File: config.mk
export PLATFORM = sky130hd
export DESIGN_NAME = vtpg_top
export DESIGN_NICKNAME = d
export VERILOG_FILES = /design/src/common/vtpg_pkg.sv /design/src/rtl/vtpg_color.sv /design/src/rtl/vtpg_timing.sv /design/src/rtl/vtpg_top.sv
export SDC_FILE = /design/constraint.sdc
export NUM_CORES = 2
export LEC_CHECK = 0
export BUFFER_PORTS_ARGS = -buffer_cell sky130_fd_sc_hd__clkbuf_2
export CORE_MARGIN = 3
export CORE_UTILIZATION = 25
export DETAILED_ROUTE_END_ITERATION = 10
export PLACE_DENSITY = 0.51
export SKIP_LAST_GASP = 1
export SLEW_MARGIN = 0
export SYNTH_ARGS = -nofsm -noshare
export SYNTH_HDL_FRONTEND = slang
export SYNTH_HIERARCHICAL = 1
export SYNTH_SLANG_ARGS = --single-unit
File: constraint.sdc
create_clock -name hclk -period 40.3 [get_ports hclk]
set_input_delay 2.015 -clock hclk [delete_from_list [all_inputs] [get_ports hclk]]
set_output_delay 2.015 -clock hclk [all_outputs]
set_load 0.01 [all_outputs]
File: src/common/vtpg_pkg.sv
// Shared constants and carriers for the video test pattern generator
package vtpg_pkg;
  // ----------------------------------------------------------------
  // Register indices (byte address is four times the index)
  // ----------------------------------------------------------------
  localparam logic [7:0] IDX_MON  = 8'h63;
  localparam logic [7:0] IDX_CTL  = 8'h64;
  localparam logic [7:0] IDX_CFG  = 8'h65;
  localparam logic [7:0] IDX_HTIM = 8'h70;
  localparam logic [7:0] IDX_VTIM = 8'h71;
  localparam logic [7:0] IDX_SYNC = 8'h72;
  localparam logic [7:0] IDX_SCRL = 8'h73;
  localparam logic [7:0] IDX_CUST = 8'h74;
  localparam logic [7:0] IDX_STAT = 8'h75;
  localparam logic [7:0] IDX_NONE = 8'hff;
  // ----------------------------------------------------------------
  // Field positions
  // ----------------------------------------------------------------
  localparam int CTL_EN     = 0;
  localparam int CTL_VREV   = 1;
  localparam int CTL_BARS   = 2;
  localparam int CTL_COMPLY = 3;
  localparam int CTL_SEL    = 4;
  localparam int CFG_SCRL   = 0;
  localparam int CFG_INV    = 1;
  localparam int CFG_TSEL   = 2;
  localparam int CFG_EXTCLK = 3;
  localparam int CFG_18B    = 4;
  localparam int SCRL_HPOL  = 8;
  localparam int SCRL_VPOL  = 9;
  localparam int SCRL_CVP   = 10;
  // ----------------------------------------------------------------
  // Reset values
  // ----------------------------------------------------------------
  localparam logic [7:0]  CTL_RST  = 8'h10;
  localparam logic [4:0]  CFG_RST  = 5'h00;
  localparam logic [31:0] HTIM_RST = 32'h0280_0320;
  localparam logic [31:0] VTIM_RST = 32'h01e0_020d;
  localparam logic [31:0] SYNC_RST = 32'h2102_3060;
  localparam logic [31:0] SCRL_RST = 32'h0000_003c;
  localparam logic [23:0] CUST_RST = 24'h00_0000;
  // ----------------------------------------------------------------
  // Pattern codes
  // ----------------------------------------------------------------
  localparam logic [3:0] CODE_FIRST  = 4'h1;
  localparam logic [3:0] CODE_LAST   = 4'he;
  localparam logic [3:0] CODE_CUSTOM = 4'he;
  // ----------------------------------------------------------------
  // Types
  // ----------------------------------------------------------------
  typedef enum logic [1:0] {
    SRC_FIXED, SRC_BARS, SRC_COMPLY, SRC_CVP
  } vtpg_src_t;
  typedef struct packed {
    logic        de;
    logic        hs;
    logic        vs;
    logic [23:0] rgb;
  } vtpg_video_t;
  typedef struct packed {
    logic        hpol;
    logic        vpol;
    logic [11:0] htot;
    logic [11:0] hact;
    logic [11:0] vtot;
    logic [11:0] vact;
    logic [7:0]  hsw;
    logic [7:0]  hbp;
    logic [7:0]  vsw;
    logic [7:0]  vbp;
  } vtpg_tcfg_t;
  typedef struct packed {
    logic        stb;
    logic        sof;
    logic        de;
    logic        hs;
    logic        vs;
    logic [11:0] x;
    logic [11:0] y;
  } vtpg_tim_t;
endpackage

File: src/rtl/vtpg_color.sv
// Colour of one pixel for the chosen pattern
`timescale 1ns/100ps
module vtpg_color (
  // Pattern choice
  input  vtpg_pkg::vtpg_src_t src,
  input  logic [3:0]          code,
  input  logic                inv,
  input  logic                b18,
  input  logic                vrev,
  input  logic [23:0]         cust,
  // Position and span
  input  logic [11:0]         x,
  input  logic [11:0]         y,
  input  logic [11:0]         hact,
  input  logic [11:0]         vact,
  // Colour
  output logic [23:0]         rgb
);
  localparam logic [2:0] BAR_TBL [8] = '{3'h7, 3'h6, 3'h3, 3'h2,
                                         3'h5, 3'h4, 3'h1, 3'h0};
  localparam logic [2:0] CVP_TBL [4]  = '{3'h6, 3'h3, 3'h1, 3'h4};
  localparam logic [2:0] VREV_TBL [4] = '{3'h1, 3'h3, 3'h6, 3'h4};
  localparam logic [2:0] GRAD_TBL [4] = '{3'h7, 3'h4, 3'h2, 3'h1};

  logic [19:0] hq;
  logic [19:0] vq;
  logic [7:0]  lh;
  logic [7:0]  lv;
  logic [2:0]  m;
  logic [7:0]  l;
  logic [23:0] raw;

  assign hq = {x, 8'h00} / {8'h00, (hact == 12'h000) ? 12'h001 : hact};
  assign vq = {y, 8'h00} / {8'h00, (vact == 12'h000) ? 12'h001 : vact};
  assign lh = (hq > 20'h000ff) ? 8'hff : hq[7:0];
  assign lv = (vq > 20'h000ff) ? 8'hff : vq[7:0];

  always_comb begin
    m = 3'h0;
    l = 8'hff;
    case (src)
      vtpg_pkg::SRC_COMPLY: m = {3{x[0] ^ y[0]}};
      vtpg_pkg::SRC_BARS:   m = BAR_TBL[lh[7:5]];
      vtpg_pkg::SRC_CVP:    m = vrev ? VREV_TBL[lv[7:6]] : CVP_TBL[lv[7:6]];
      default: begin
        case (code)
          4'h1: m = 3'h7;
          4'h2: m = 3'h0;
          4'h3: m = 3'h4;
          4'h4: m = 3'h2;
          4'h5: m = 3'h1;
          4'h6, 4'h7, 4'h8, 4'h9: begin
            m = GRAD_TBL[code[1:0] + 2'h2];
            l = b18 ? {lh[7:2], 2'b00} : lh;
          end
          4'ha, 4'hb, 4'hc, 4'hd: begin
            m = GRAD_TBL[code[1:0] + 2'h2];
            l = b18 ? {lv[7:2], 2'b00} : lv;
          end
          default: m = 3'h0;
        endcase
      end
    endcase
    raw = {m[2] ? l : 8'h00, m[1] ? l : 8'h00, m[0] ? l : 8'h00};
    if (src == vtpg_pkg::SRC_FIXED && code == vtpg_pkg::CODE_CUSTOM) begin
      raw = cust;
    end
    if (inv) begin
      raw = ~raw;
    end
    rgb = raw & (b18 ? 24'hfcfcfc : 24'hffffff);
  end
endmodule

File: src/rtl/vtpg_timing.sv
// Raster timing: internal counters or tracking of external sync
`timescale 1ns/100ps
module vtpg_timing (
  // Clock, reset, enable
  input  logic                 hclk,
  input  logic                 hresetn,
  input  logic                 ce,
  // Control
  input  logic                 run,
  input  logic                 tsel,
  input  logic                 pix_en,
  input  vtpg_pkg::vtpg_tcfg_t tcfg,
  input  vtpg_pkg::vtpg_video_t ext,
  // Raster position
  output vtpg_pkg::vtpg_tim_t  tim
);
  typedef struct packed {
    vtpg_pkg::vtpg_tim_t t;
    logic [11:0]         hcnt;
    logic [11:0]         vcnt;
    logic                pvs;
    logic                pde;
  } vtpg_tstate_t;

  vtpg_tstate_t s;
  vtpg_tstate_t n;
  logic [11:0]  hst;
  logic [11:0]  vst;
  logic         vsa;

  assign hst = {4'h0, tcfg.hsw} + {4'h0, tcfg.hbp};
  assign vst = {4'h0, tcfg.vsw} + {4'h0, tcfg.vbp};
  assign vsa = ext.vs ^ tcfg.vpol;
  assign tim = s.t;

  always_comb begin
    n = s;
    n.t.stb = 1'b0;
    n.t.sof = 1'b0;
    if (!run) begin
      n = '0;
    end else if (pix_en) begin
      n.t.stb = 1'b1;
      if (tsel) begin
        n.t.de = (s.hcnt >= hst) && (s.hcnt < hst + tcfg.hact) &&
                 (s.vcnt >= vst) && (s.vcnt < vst + tcfg.vact);
        n.t.hs = (s.hcnt < {4'h0, tcfg.hsw}) ^ tcfg.hpol;
        n.t.vs = (s.vcnt < {4'h0, tcfg.vsw}) ^ tcfg.vpol;
        n.t.x = s.hcnt - hst;
        n.t.y = s.vcnt - vst;
        n.t.sof = (s.hcnt == 12'h000) && (s.vcnt == 12'h000);
        n.hcnt = s.hcnt + 12'h001;
        if (s.hcnt >= tcfg.htot - 12'h001) begin
          n.hcnt = 12'h000;
          n.vcnt = (s.vcnt >= tcfg.vtot - 12'h001) ? 12'h000
                                                    : s.vcnt + 12'h001;
        end
      end else begin
        n.t.de = ext.de;
        n.t.hs = ext.hs;
        n.t.vs = ext.vs;
        n.t.x = (ext.de && s.pde) ? s.t.x + 12'h001 : 12'h000;
        if (vsa && !s.pvs) begin
          n.t.y = 12'h000;
        end else if (!ext.de && s.pde) begin
          n.t.y = s.t.y + 12'h001;
        end
        n.t.sof = vsa && !s.pvs;
        n.pvs = vsa;
        n.pde = ext.de;
      end
    end
  end

  always_ff @(posedge hclk or negedge hresetn) begin
    if (!hresetn) begin
      s <= '0;
    end else if (ce) begin
      s <= n;
    end
  end
endmodule

File: src/rtl/vtpg_top.sv
// Video test pattern generator with AHB-Lite register slave
`timescale 1ns/100ps
module vtpg_top #(
  parameter int PCLK_DIV = 2
) (
  // Clock, reset, enable
  input  logic                  hclk,
  input  logic                  hresetn,
  input  logic                  ce,
  // AHB-Lite slave
  input  logic                  hsel,
  input  logic [31:0]           haddr,
  input  logic [1:0]            htrans,
  input  logic                  hwrite,
  input  logic [2:0]            hsize,
  input  logic [31:0]           hwdata,
  input  logic                  hready,
  output logic                  hreadyout,
  output logic [31:0]           hrdata,
  output logic                  hresp,
  // Received video pins
  input  logic                  vin_pclk,
  input  vtpg_pkg::vtpg_video_t vin,
  // Video towards the display path
  output vtpg_pkg::vtpg_video_t vout,
  output logic                  vout_stb,
  // Monitor output driver
  output logic                  monitor_output_driver_pwdn
);
  // ----------------------------------------------------------------
  // Parameter check
  // ----------------------------------------------------------------
  if (PCLK_DIV < 1 || PCLK_DIV > 256) begin : g_bad_div
    $error("PCLK_DIV must be 1 to 256");
  end
  localparam logic [7:0] DIV_LAST = 8'(PCLK_DIV - 1);

  // ----------------------------------------------------------------
  // State
  // ----------------------------------------------------------------
  typedef struct packed {
    logic                  mon;
    logic [7:0]            ctl;
    logic [4:0]            cfg;
    logic [31:0]           htim;
    logic [31:0]           vtim;
    logic [31:0]           sync;
    logic [31:0]           scrl;
    logic [23:0]           cust;
    logic [31:0]           rdata;
    logic                  wpend;
    logic [7:0]            widx;
    vtpg_pkg::vtpg_video_t s1;
    vtpg_pkg::vtpg_video_t s2;
    logic                  p1;
    logic                  p2;
    logic                  p3;
    logic [7:0]            div;
    logic [7:0]            fcnt;
    logic [3:0]            cur;
    vtpg_pkg::vtpg_src_t   src;
    vtpg_pkg::vtpg_video_t vo;
    logic                  vstb;
  } vtpg_state_t;

  vtpg_state_t          s;
  vtpg_state_t          n;
  vtpg_pkg::vtpg_tcfg_t tcfg;
  vtpg_pkg::vtpg_tim_t  tim;
  vtpg_pkg::vtpg_src_t  pick;
  logic [23:0]          col;
  logic [7:0]           aidx;
  logic [3:0]           sel;
  logic [3:0]           nxt;
  logic                 run;
  logic                 ascrl;
  logic                 tsel;
  logic                 pix_en;
  logic                 ext_rise;
  logic                 last_frame;

  assign run   = s.ctl[vtpg_pkg::CTL_EN];
  assign sel   = s.ctl[vtpg_pkg::CTL_SEL +: 4];
  assign ascrl = s.cfg[vtpg_pkg::CFG_SCRL];
  assign tsel  = s.cfg[vtpg_pkg::CFG_TSEL];

  assign tcfg.hpol = s.scrl[vtpg_pkg::SCRL_HPOL];
  assign tcfg.vpol = s.scrl[vtpg_pkg::SCRL_VPOL];
  assign tcfg.htot = s.htim[11:0];
  assign tcfg.hact = s.htim[27:16];
  assign tcfg.vtot = s.vtim[11:0];
  assign tcfg.vact = s.vtim[27:16];
  assign tcfg.hsw  = s.sync[7:0];
  assign tcfg.hbp  = s.sync[15:8];
  assign tcfg.vsw  = s.sync[23:16];
  assign tcfg.vbp  = s.sync[31:24];

  // ----------------------------------------------------------------
  // Pixel clock choice
  // ----------------------------------------------------------------
  // Edge taken from the second sync stage, never the first
  assign ext_rise = s.p2 & ~s.p3;
  // clock source only under internal timing
  assign pix_en = (tsel && !s.cfg[vtpg_pkg::CFG_EXTCLK]) ?
                  (s.div == 8'h00) : ext_rise;

  // ----------------------------------------------------------------
  // Pattern source and scroll order
  // ----------------------------------------------------------------
  // compliance wins over everything else
  assign pick = s.ctl[vtpg_pkg::CTL_COMPLY] ? vtpg_pkg::SRC_COMPLY :
                s.ctl[vtpg_pkg::CTL_BARS]   ? vtpg_pkg::SRC_BARS :
                s.scrl[vtpg_pkg::SCRL_CVP]  ? vtpg_pkg::SRC_CVP :
                                              vtpg_pkg::SRC_FIXED;
  // Reserved codes are skipped while scrolling
  assign nxt = (s.cur >= vtpg_pkg::CODE_LAST) ? vtpg_pkg::CODE_FIRST
                                              : s.cur + 4'h1;
  assign last_frame = ({1'b0, s.fcnt} + 9'h001) >= {1'b0, s.scrl[7:0]};

  // Upper address bits must be clear, else unmapped
  assign aidx = (haddr[31:10] == 22'h0) ? haddr[9:2] : vtpg_pkg::IDX_NONE;

  function automatic logic [31:0] rd_word(input vtpg_state_t st,
                                          input logic [7:0]  idx,
                                          input logic [31:0] stat);
    logic [31:0] w;
    w = 32'h0000_0000;
    case (idx)
      vtpg_pkg::IDX_MON:  w = {31'h0, st.mon};
      vtpg_pkg::IDX_CTL:  w = {24'h0, st.ctl};
      vtpg_pkg::IDX_CFG:  w = {27'h0, st.cfg};
      vtpg_pkg::IDX_HTIM: w = st.htim;
      vtpg_pkg::IDX_VTIM: w = st.vtim;
      vtpg_pkg::IDX_SYNC: w = st.sync;
      vtpg_pkg::IDX_SCRL: w = st.scrl;
      vtpg_pkg::IDX_CUST: w = {8'h00, st.cust};
      vtpg_pkg::IDX_STAT: w = stat;
      default:            w = 32'h0000_0000;
    endcase
    return w;
  endfunction

  // ----------------------------------------------------------------
  // Next state
  // ----------------------------------------------------------------
  always_comb begin
    n = s;
    // Two-stage synchronisers for pins
    n.s1 = vin;
    n.s2 = s.s1;
    n.p1 = vin_pclk;
    n.p2 = s.p1;
    n.p3 = s.p2;
    n.div = (s.div >= DIV_LAST) ? 8'h00 : s.div + 8'h01;

    // Write lands in the data phase
    n.wpend = 1'b0;
    if (s.wpend) begin
      case (s.widx)
        vtpg_pkg::IDX_MON:  n.mon  = hwdata[0];
        vtpg_pkg::IDX_CTL:  n.ctl  = hwdata[7:0];
        vtpg_pkg::IDX_CFG:  n.cfg  = hwdata[4:0];
        vtpg_pkg::IDX_HTIM: n.htim = hwdata;
        vtpg_pkg::IDX_VTIM: n.vtim = hwdata;
        vtpg_pkg::IDX_SYNC: n.sync = hwdata;
        vtpg_pkg::IDX_SCRL: n.scrl = hwdata;
        vtpg_pkg::IDX_CUST: n.cust = hwdata[23:0];
        default: ;
      endcase
    end
    if (hsel && htrans[1] && hready) begin
      n.wpend = hwrite;
      n.widx  = aidx;
      // Read sees a write landing in its own address phase
      if (!hwrite) begin
        n.rdata = rd_word(n, aidx,
                          {15'h0, run, s.fcnt, 2'b00, s.src, s.cur});
      end
    end

    // idle: counter clear, selection tracks register
    if (!run) begin
      n.fcnt = 8'h00;
      n.cur  = sel;
      n.src  = pick;
    end else if (tim.sof) begin
      n.src = pick;
      if (ascrl) begin
        if (last_frame) begin
          n.fcnt = 8'h00;
          n.cur  = nxt;
        end else begin
          n.fcnt = s.fcnt + 8'h01;
        end
      end else begin
        n.fcnt = 8'h00;
        n.cur  = sel;
      end
    end

    n.vstb = run ? tim.stb : pix_en;
    if (run && tim.stb) begin
      n.vo.de  = tim.de;
      n.vo.hs  = tim.hs;
      n.vo.vs  = tim.vs;
      n.vo.rgb = tim.de ? col : 24'h00_0000;
    end else if (!run && pix_en) begin
      n.vo = s.s2;
    end
  end

  always_ff @(posedge hclk or negedge hresetn) begin
    if (!hresetn) begin
      s      <= '0;
      s.ctl  <= vtpg_pkg::CTL_RST;
      s.cfg  <= vtpg_pkg::CFG_RST;
      s.htim <= vtpg_pkg::HTIM_RST;
      s.vtim <= vtpg_pkg::VTIM_RST;
      s.sync <= vtpg_pkg::SYNC_RST;
      s.scrl <= vtpg_pkg::SCRL_RST;
      s.cust <= vtpg_pkg::CUST_RST;
      s.cur  <= vtpg_pkg::CODE_FIRST;
      s.src  <= vtpg_pkg::SRC_FIXED;
    end else if (ce) begin
      s <= n;
    end
  end

  // ----------------------------------------------------------------
  // Outputs
  // ----------------------------------------------------------------
  assign hreadyout = 1'b1;
  assign hresp     = 1'b0;
  assign hrdata    = s.rdata;
  assign vout      = s.vo;
  assign vout_stb  = s.vstb;
  assign monitor_output_driver_pwdn = s.mon;

  // ----------------------------------------------------------------
  // Children
  // ----------------------------------------------------------------
  vtpg_timing u_timing (
    .hclk    (hclk),
    .hresetn (hresetn),
    .ce      (ce),
    .run     (run),
    .tsel    (tsel),
    .pix_en  (pix_en),
    .tcfg    (tcfg),
    .ext     (s.s2),
    .tim     (tim)
  );

  vtpg_color u_color (
    .src  (s.src),
    .code (s.cur),
    .inv  (s.cfg[vtpg_pkg::CFG_INV]),
    .b18  (s.cfg[vtpg_pkg::CFG_18B]),
    .vrev (s.ctl[vtpg_pkg::CTL_VREV]),
    .cust (s.cust),
    .x    (tim.x),
    .y    (tim.y),
    .hact (tcfg.hact),
    .vact (tcfg.vact),
    .rgb  (col)
  );
endmodule

==> impl_metrics.toml <==
[clock_network]
clkLatencyLatePin_ps = 610
cts_buffers = 43
cts_num_sinks = 369
clk_pin_slew_ps = 60
cts.path.max_buffers = 3
tritoncts = "built"
htreeDepth = 2
cts_root_buffer = "clkbuf_16"

[detailed_routing]
vias = 42550
wl_per_cell_um = 20.31
antenna_left = 0
firstDrtPassIters = 6
drtIter0Drc = 2789
viasPerCell = 5.290
drc_errors = 0
drt-total-wl_um = 163300

[timing]
hold_viol = 0
worstMarginPinSlew_ps = 1230
final_max_slew_viol_count = 0
fmax_mhz = 26.19
period_needed_ps = 38190
relSlewSlack = 0.1764
finClkSkew_ps = 25.59
setup_viol = 0
fin_crit_sh = 0.9476

[yosys]
avgSynthCellArea_sq_um = 8.275
syn_nets = 6020
synth_warnings = 6
synth-seq-area-share = 0.2060
synth_ff_type = "dfrtp_1"
syn-cell-area_sq_mm = 0.04498
async_flop_share = 1.000
postSynthCellCount = 5435
ys_types = 139
ys_seq_elements = 369
synth_edf_count = 0

[cells_and_area]
drive_gt1_frac = 0.2109
nNetsFinal = 6235
syn2layout_area_growth_pct = 15.67
final_cells = 8043

[die]
ios = 166
core_area_sq_mm = 0.1786
die_h_um = 430.2
rows = 155
initial_core_util = 0.2518
dieArea_sq_mm = 0.1850
die_w_um = 430.2

[worst_hold_path]
holdPathStages = 2
hp-class = "flip-flop to flip-flop"

[global_routing]
gr-usage-met3 = 0.01670
grt_pass1_vias = 40818
grt_pass1_wl_um = 246600
grt_overflow = 0
grt.total_usage = 0.1681
grt_max_degree = 145
grt_use_met2 = 0.2786
antenna_found_initial = 13
gr-usage-met1 = 0.2276
busiest_layer = "met2"

[placed_design]
io_buffers = 157
place.gp.congestion = 0.9384
hpwl_um = 125500
dp_cells = 7901

[critical_path]
slowest_stage = "or4b_4"
worstSetupStartpointType = "flip-flop"
path_class = "flip-flop to flip-flop"
endpoint_kind = "flip-flop"
worstPathMaxFanout = 11
slowest_delay_ps = 540
arrival_ps = 38650
critical_path_required_ps = 40760
cpMostUsedCell = "a21o_1"
rr_worst_depth = 195

[run]
max_cap_viol_count = 0

[status]
outcome = "completed"
==> cell families (layout without fill, tap and decap cells) <==
kind of cell	after synthesis	after routing	share of synthesized area
and+or+nand+nor	1679	1679	0.1899
AOI/OAI and AO/OA	1606	1606	0.2381
buffers and inverters	508	757	0.05319
adders and majority gates	482	482	0.1354
muxes	479	479	0.1168
DFF	369	369	0.2060
xor gates and xnor gates	310	310	0.06037
other	2	6	0.0001670
==> layout make-up <==
type                            instances  area (sq um)
Sequential cell                       369          9266
Clock buffer                           58          1232
Multi-Input combinational cell       4558         34280
Clock inverter                         21         215.2
Antenna cell                            4         10.01
Fill cell                           19046        126600
Inverter                              200         750.7
Timing Repair Buffer                  478          3327
Tap cell                             2355          2947
==> routing by layer <==
layer / vias to the layer above / wire, um / part of all wire
met1: 20653 / 74300 / 0.45
li1: 20543 / - / -
met2: 1122 / 75310 / 0.46
met4: 10 / 5780 / 0.035
met5: - / 71 / 0.00043
met3: 222 / 7854 / 0.048
==> final timing paths <==
| check | start | endpoint | slack (ps) |
|---|---|---|---|
| max | s[292] | vout[0] | 2110 |
| min | hrdata[30] | hrdata[30] | 470 |
| max reg2reg | s[292] | vout[0] | 2110 |
| min reg2reg | hrdata[30] | hrdata[30] | 470 |
| max in group asynchronous | hresetn | n[76] | 36690 |
| min in group asynchronous | hresetn | s[267] | 1460 |
==> registers in the layout, indices dropped and copies added, names as in the netlist <==
name,cells
s,222
u_timing/s,26
hrdata,32
vout_stb,1
u_timing/tim,29
vout,27
monitor_output_driver_pwdn,1
run,1
n,29
ascrl,1
==> what timing repair did <==
item,4_1_cts,5_1_grt
setup endpoints to repair,3,6
gates resized for setup,5,213
cloned,0,4
hold buffers,0,0
setup buffers,0,55
pin swaps,0,67
==> synth_stat cells, types with 97 or more instances <==
library cell / count / area, sq um
xnor2_1: 185 / 1620
a21oi_1: 411 / 2057
a21o_1: 151 / 1134
ha_1: 474 / 5931
nand3_1: 162 / 810.8
o21ai_0: 353 / 1767
nor2_1: 373 / 1400
dfrtp_1: 343 / 8583
xor2_1: 125 / 1095
nor3_1: 121 / 605.6
buf_4: 97 / 728.2
mux2_2: 324 / 3649
o21a_1: 102 / 765.7
nand2_1: 468 / 1757
mux2i_1: 147 / 1471
inv_1: 197 / 739.5
clkbuf_1: 160 / 600.6
==> cells in the final DEF (no fill, tap or decap), types with 185 or more instances in the layout <==
| cell | netlist | layout |
|---|---|---|
| o21ai_0 | 353 | 316 |
| nand2_1 | 468 | 463 |
| a21oi_1 | 411 | 380 |
| xnor2_1 | 185 | 185 |
| buf_4 | 97 | 307 |
| nor2_1 | 373 | 367 |
| mux2_2 | 324 | 323 |
| dfrtp_1 | 343 | 343 |
| ha_1 | 474 | 461 |
| inv_1 | 197 | 196 |
==> worst max-delay path: cells and delay by family, from the launching register on <==
| family | cells | cell delay [ps] |
|---|---|---|
| muxes | 5 | 1610 |
| DFF | 1 | 410 |
| AOI/OAI and AO/OA | 98 | 17900 |
| and+or+nand+nor | 52 | 9220 |
| xor gates and xnor gates | 1 | 110 |
| buffers and inverters | 19 | 2870 |
| adders and majority gates | 20 | 5810 |
==> stage by stage <==
step                setup slack [ps]  instance area [sq um]  hold slack, ps  TNS (ps)    util
global route                  -289.5                  52020           512.0    -830.4  0.2913
global placement               235.3                  49180           460.5         0  0.2753
finish                          2113                  52030           474.6         0  0.2913
detailed placement            -9.297                  49180           458.9    -9.297  0.2753
CTS                            14.69                  50650           477.0         0  0.2835
floorplan                      56.22                  45030           440.0         0       -
Power is left out: the tool's default activity adds up to more than one toggle a clock period on the data nets, which glitch-free logic cannot reach.
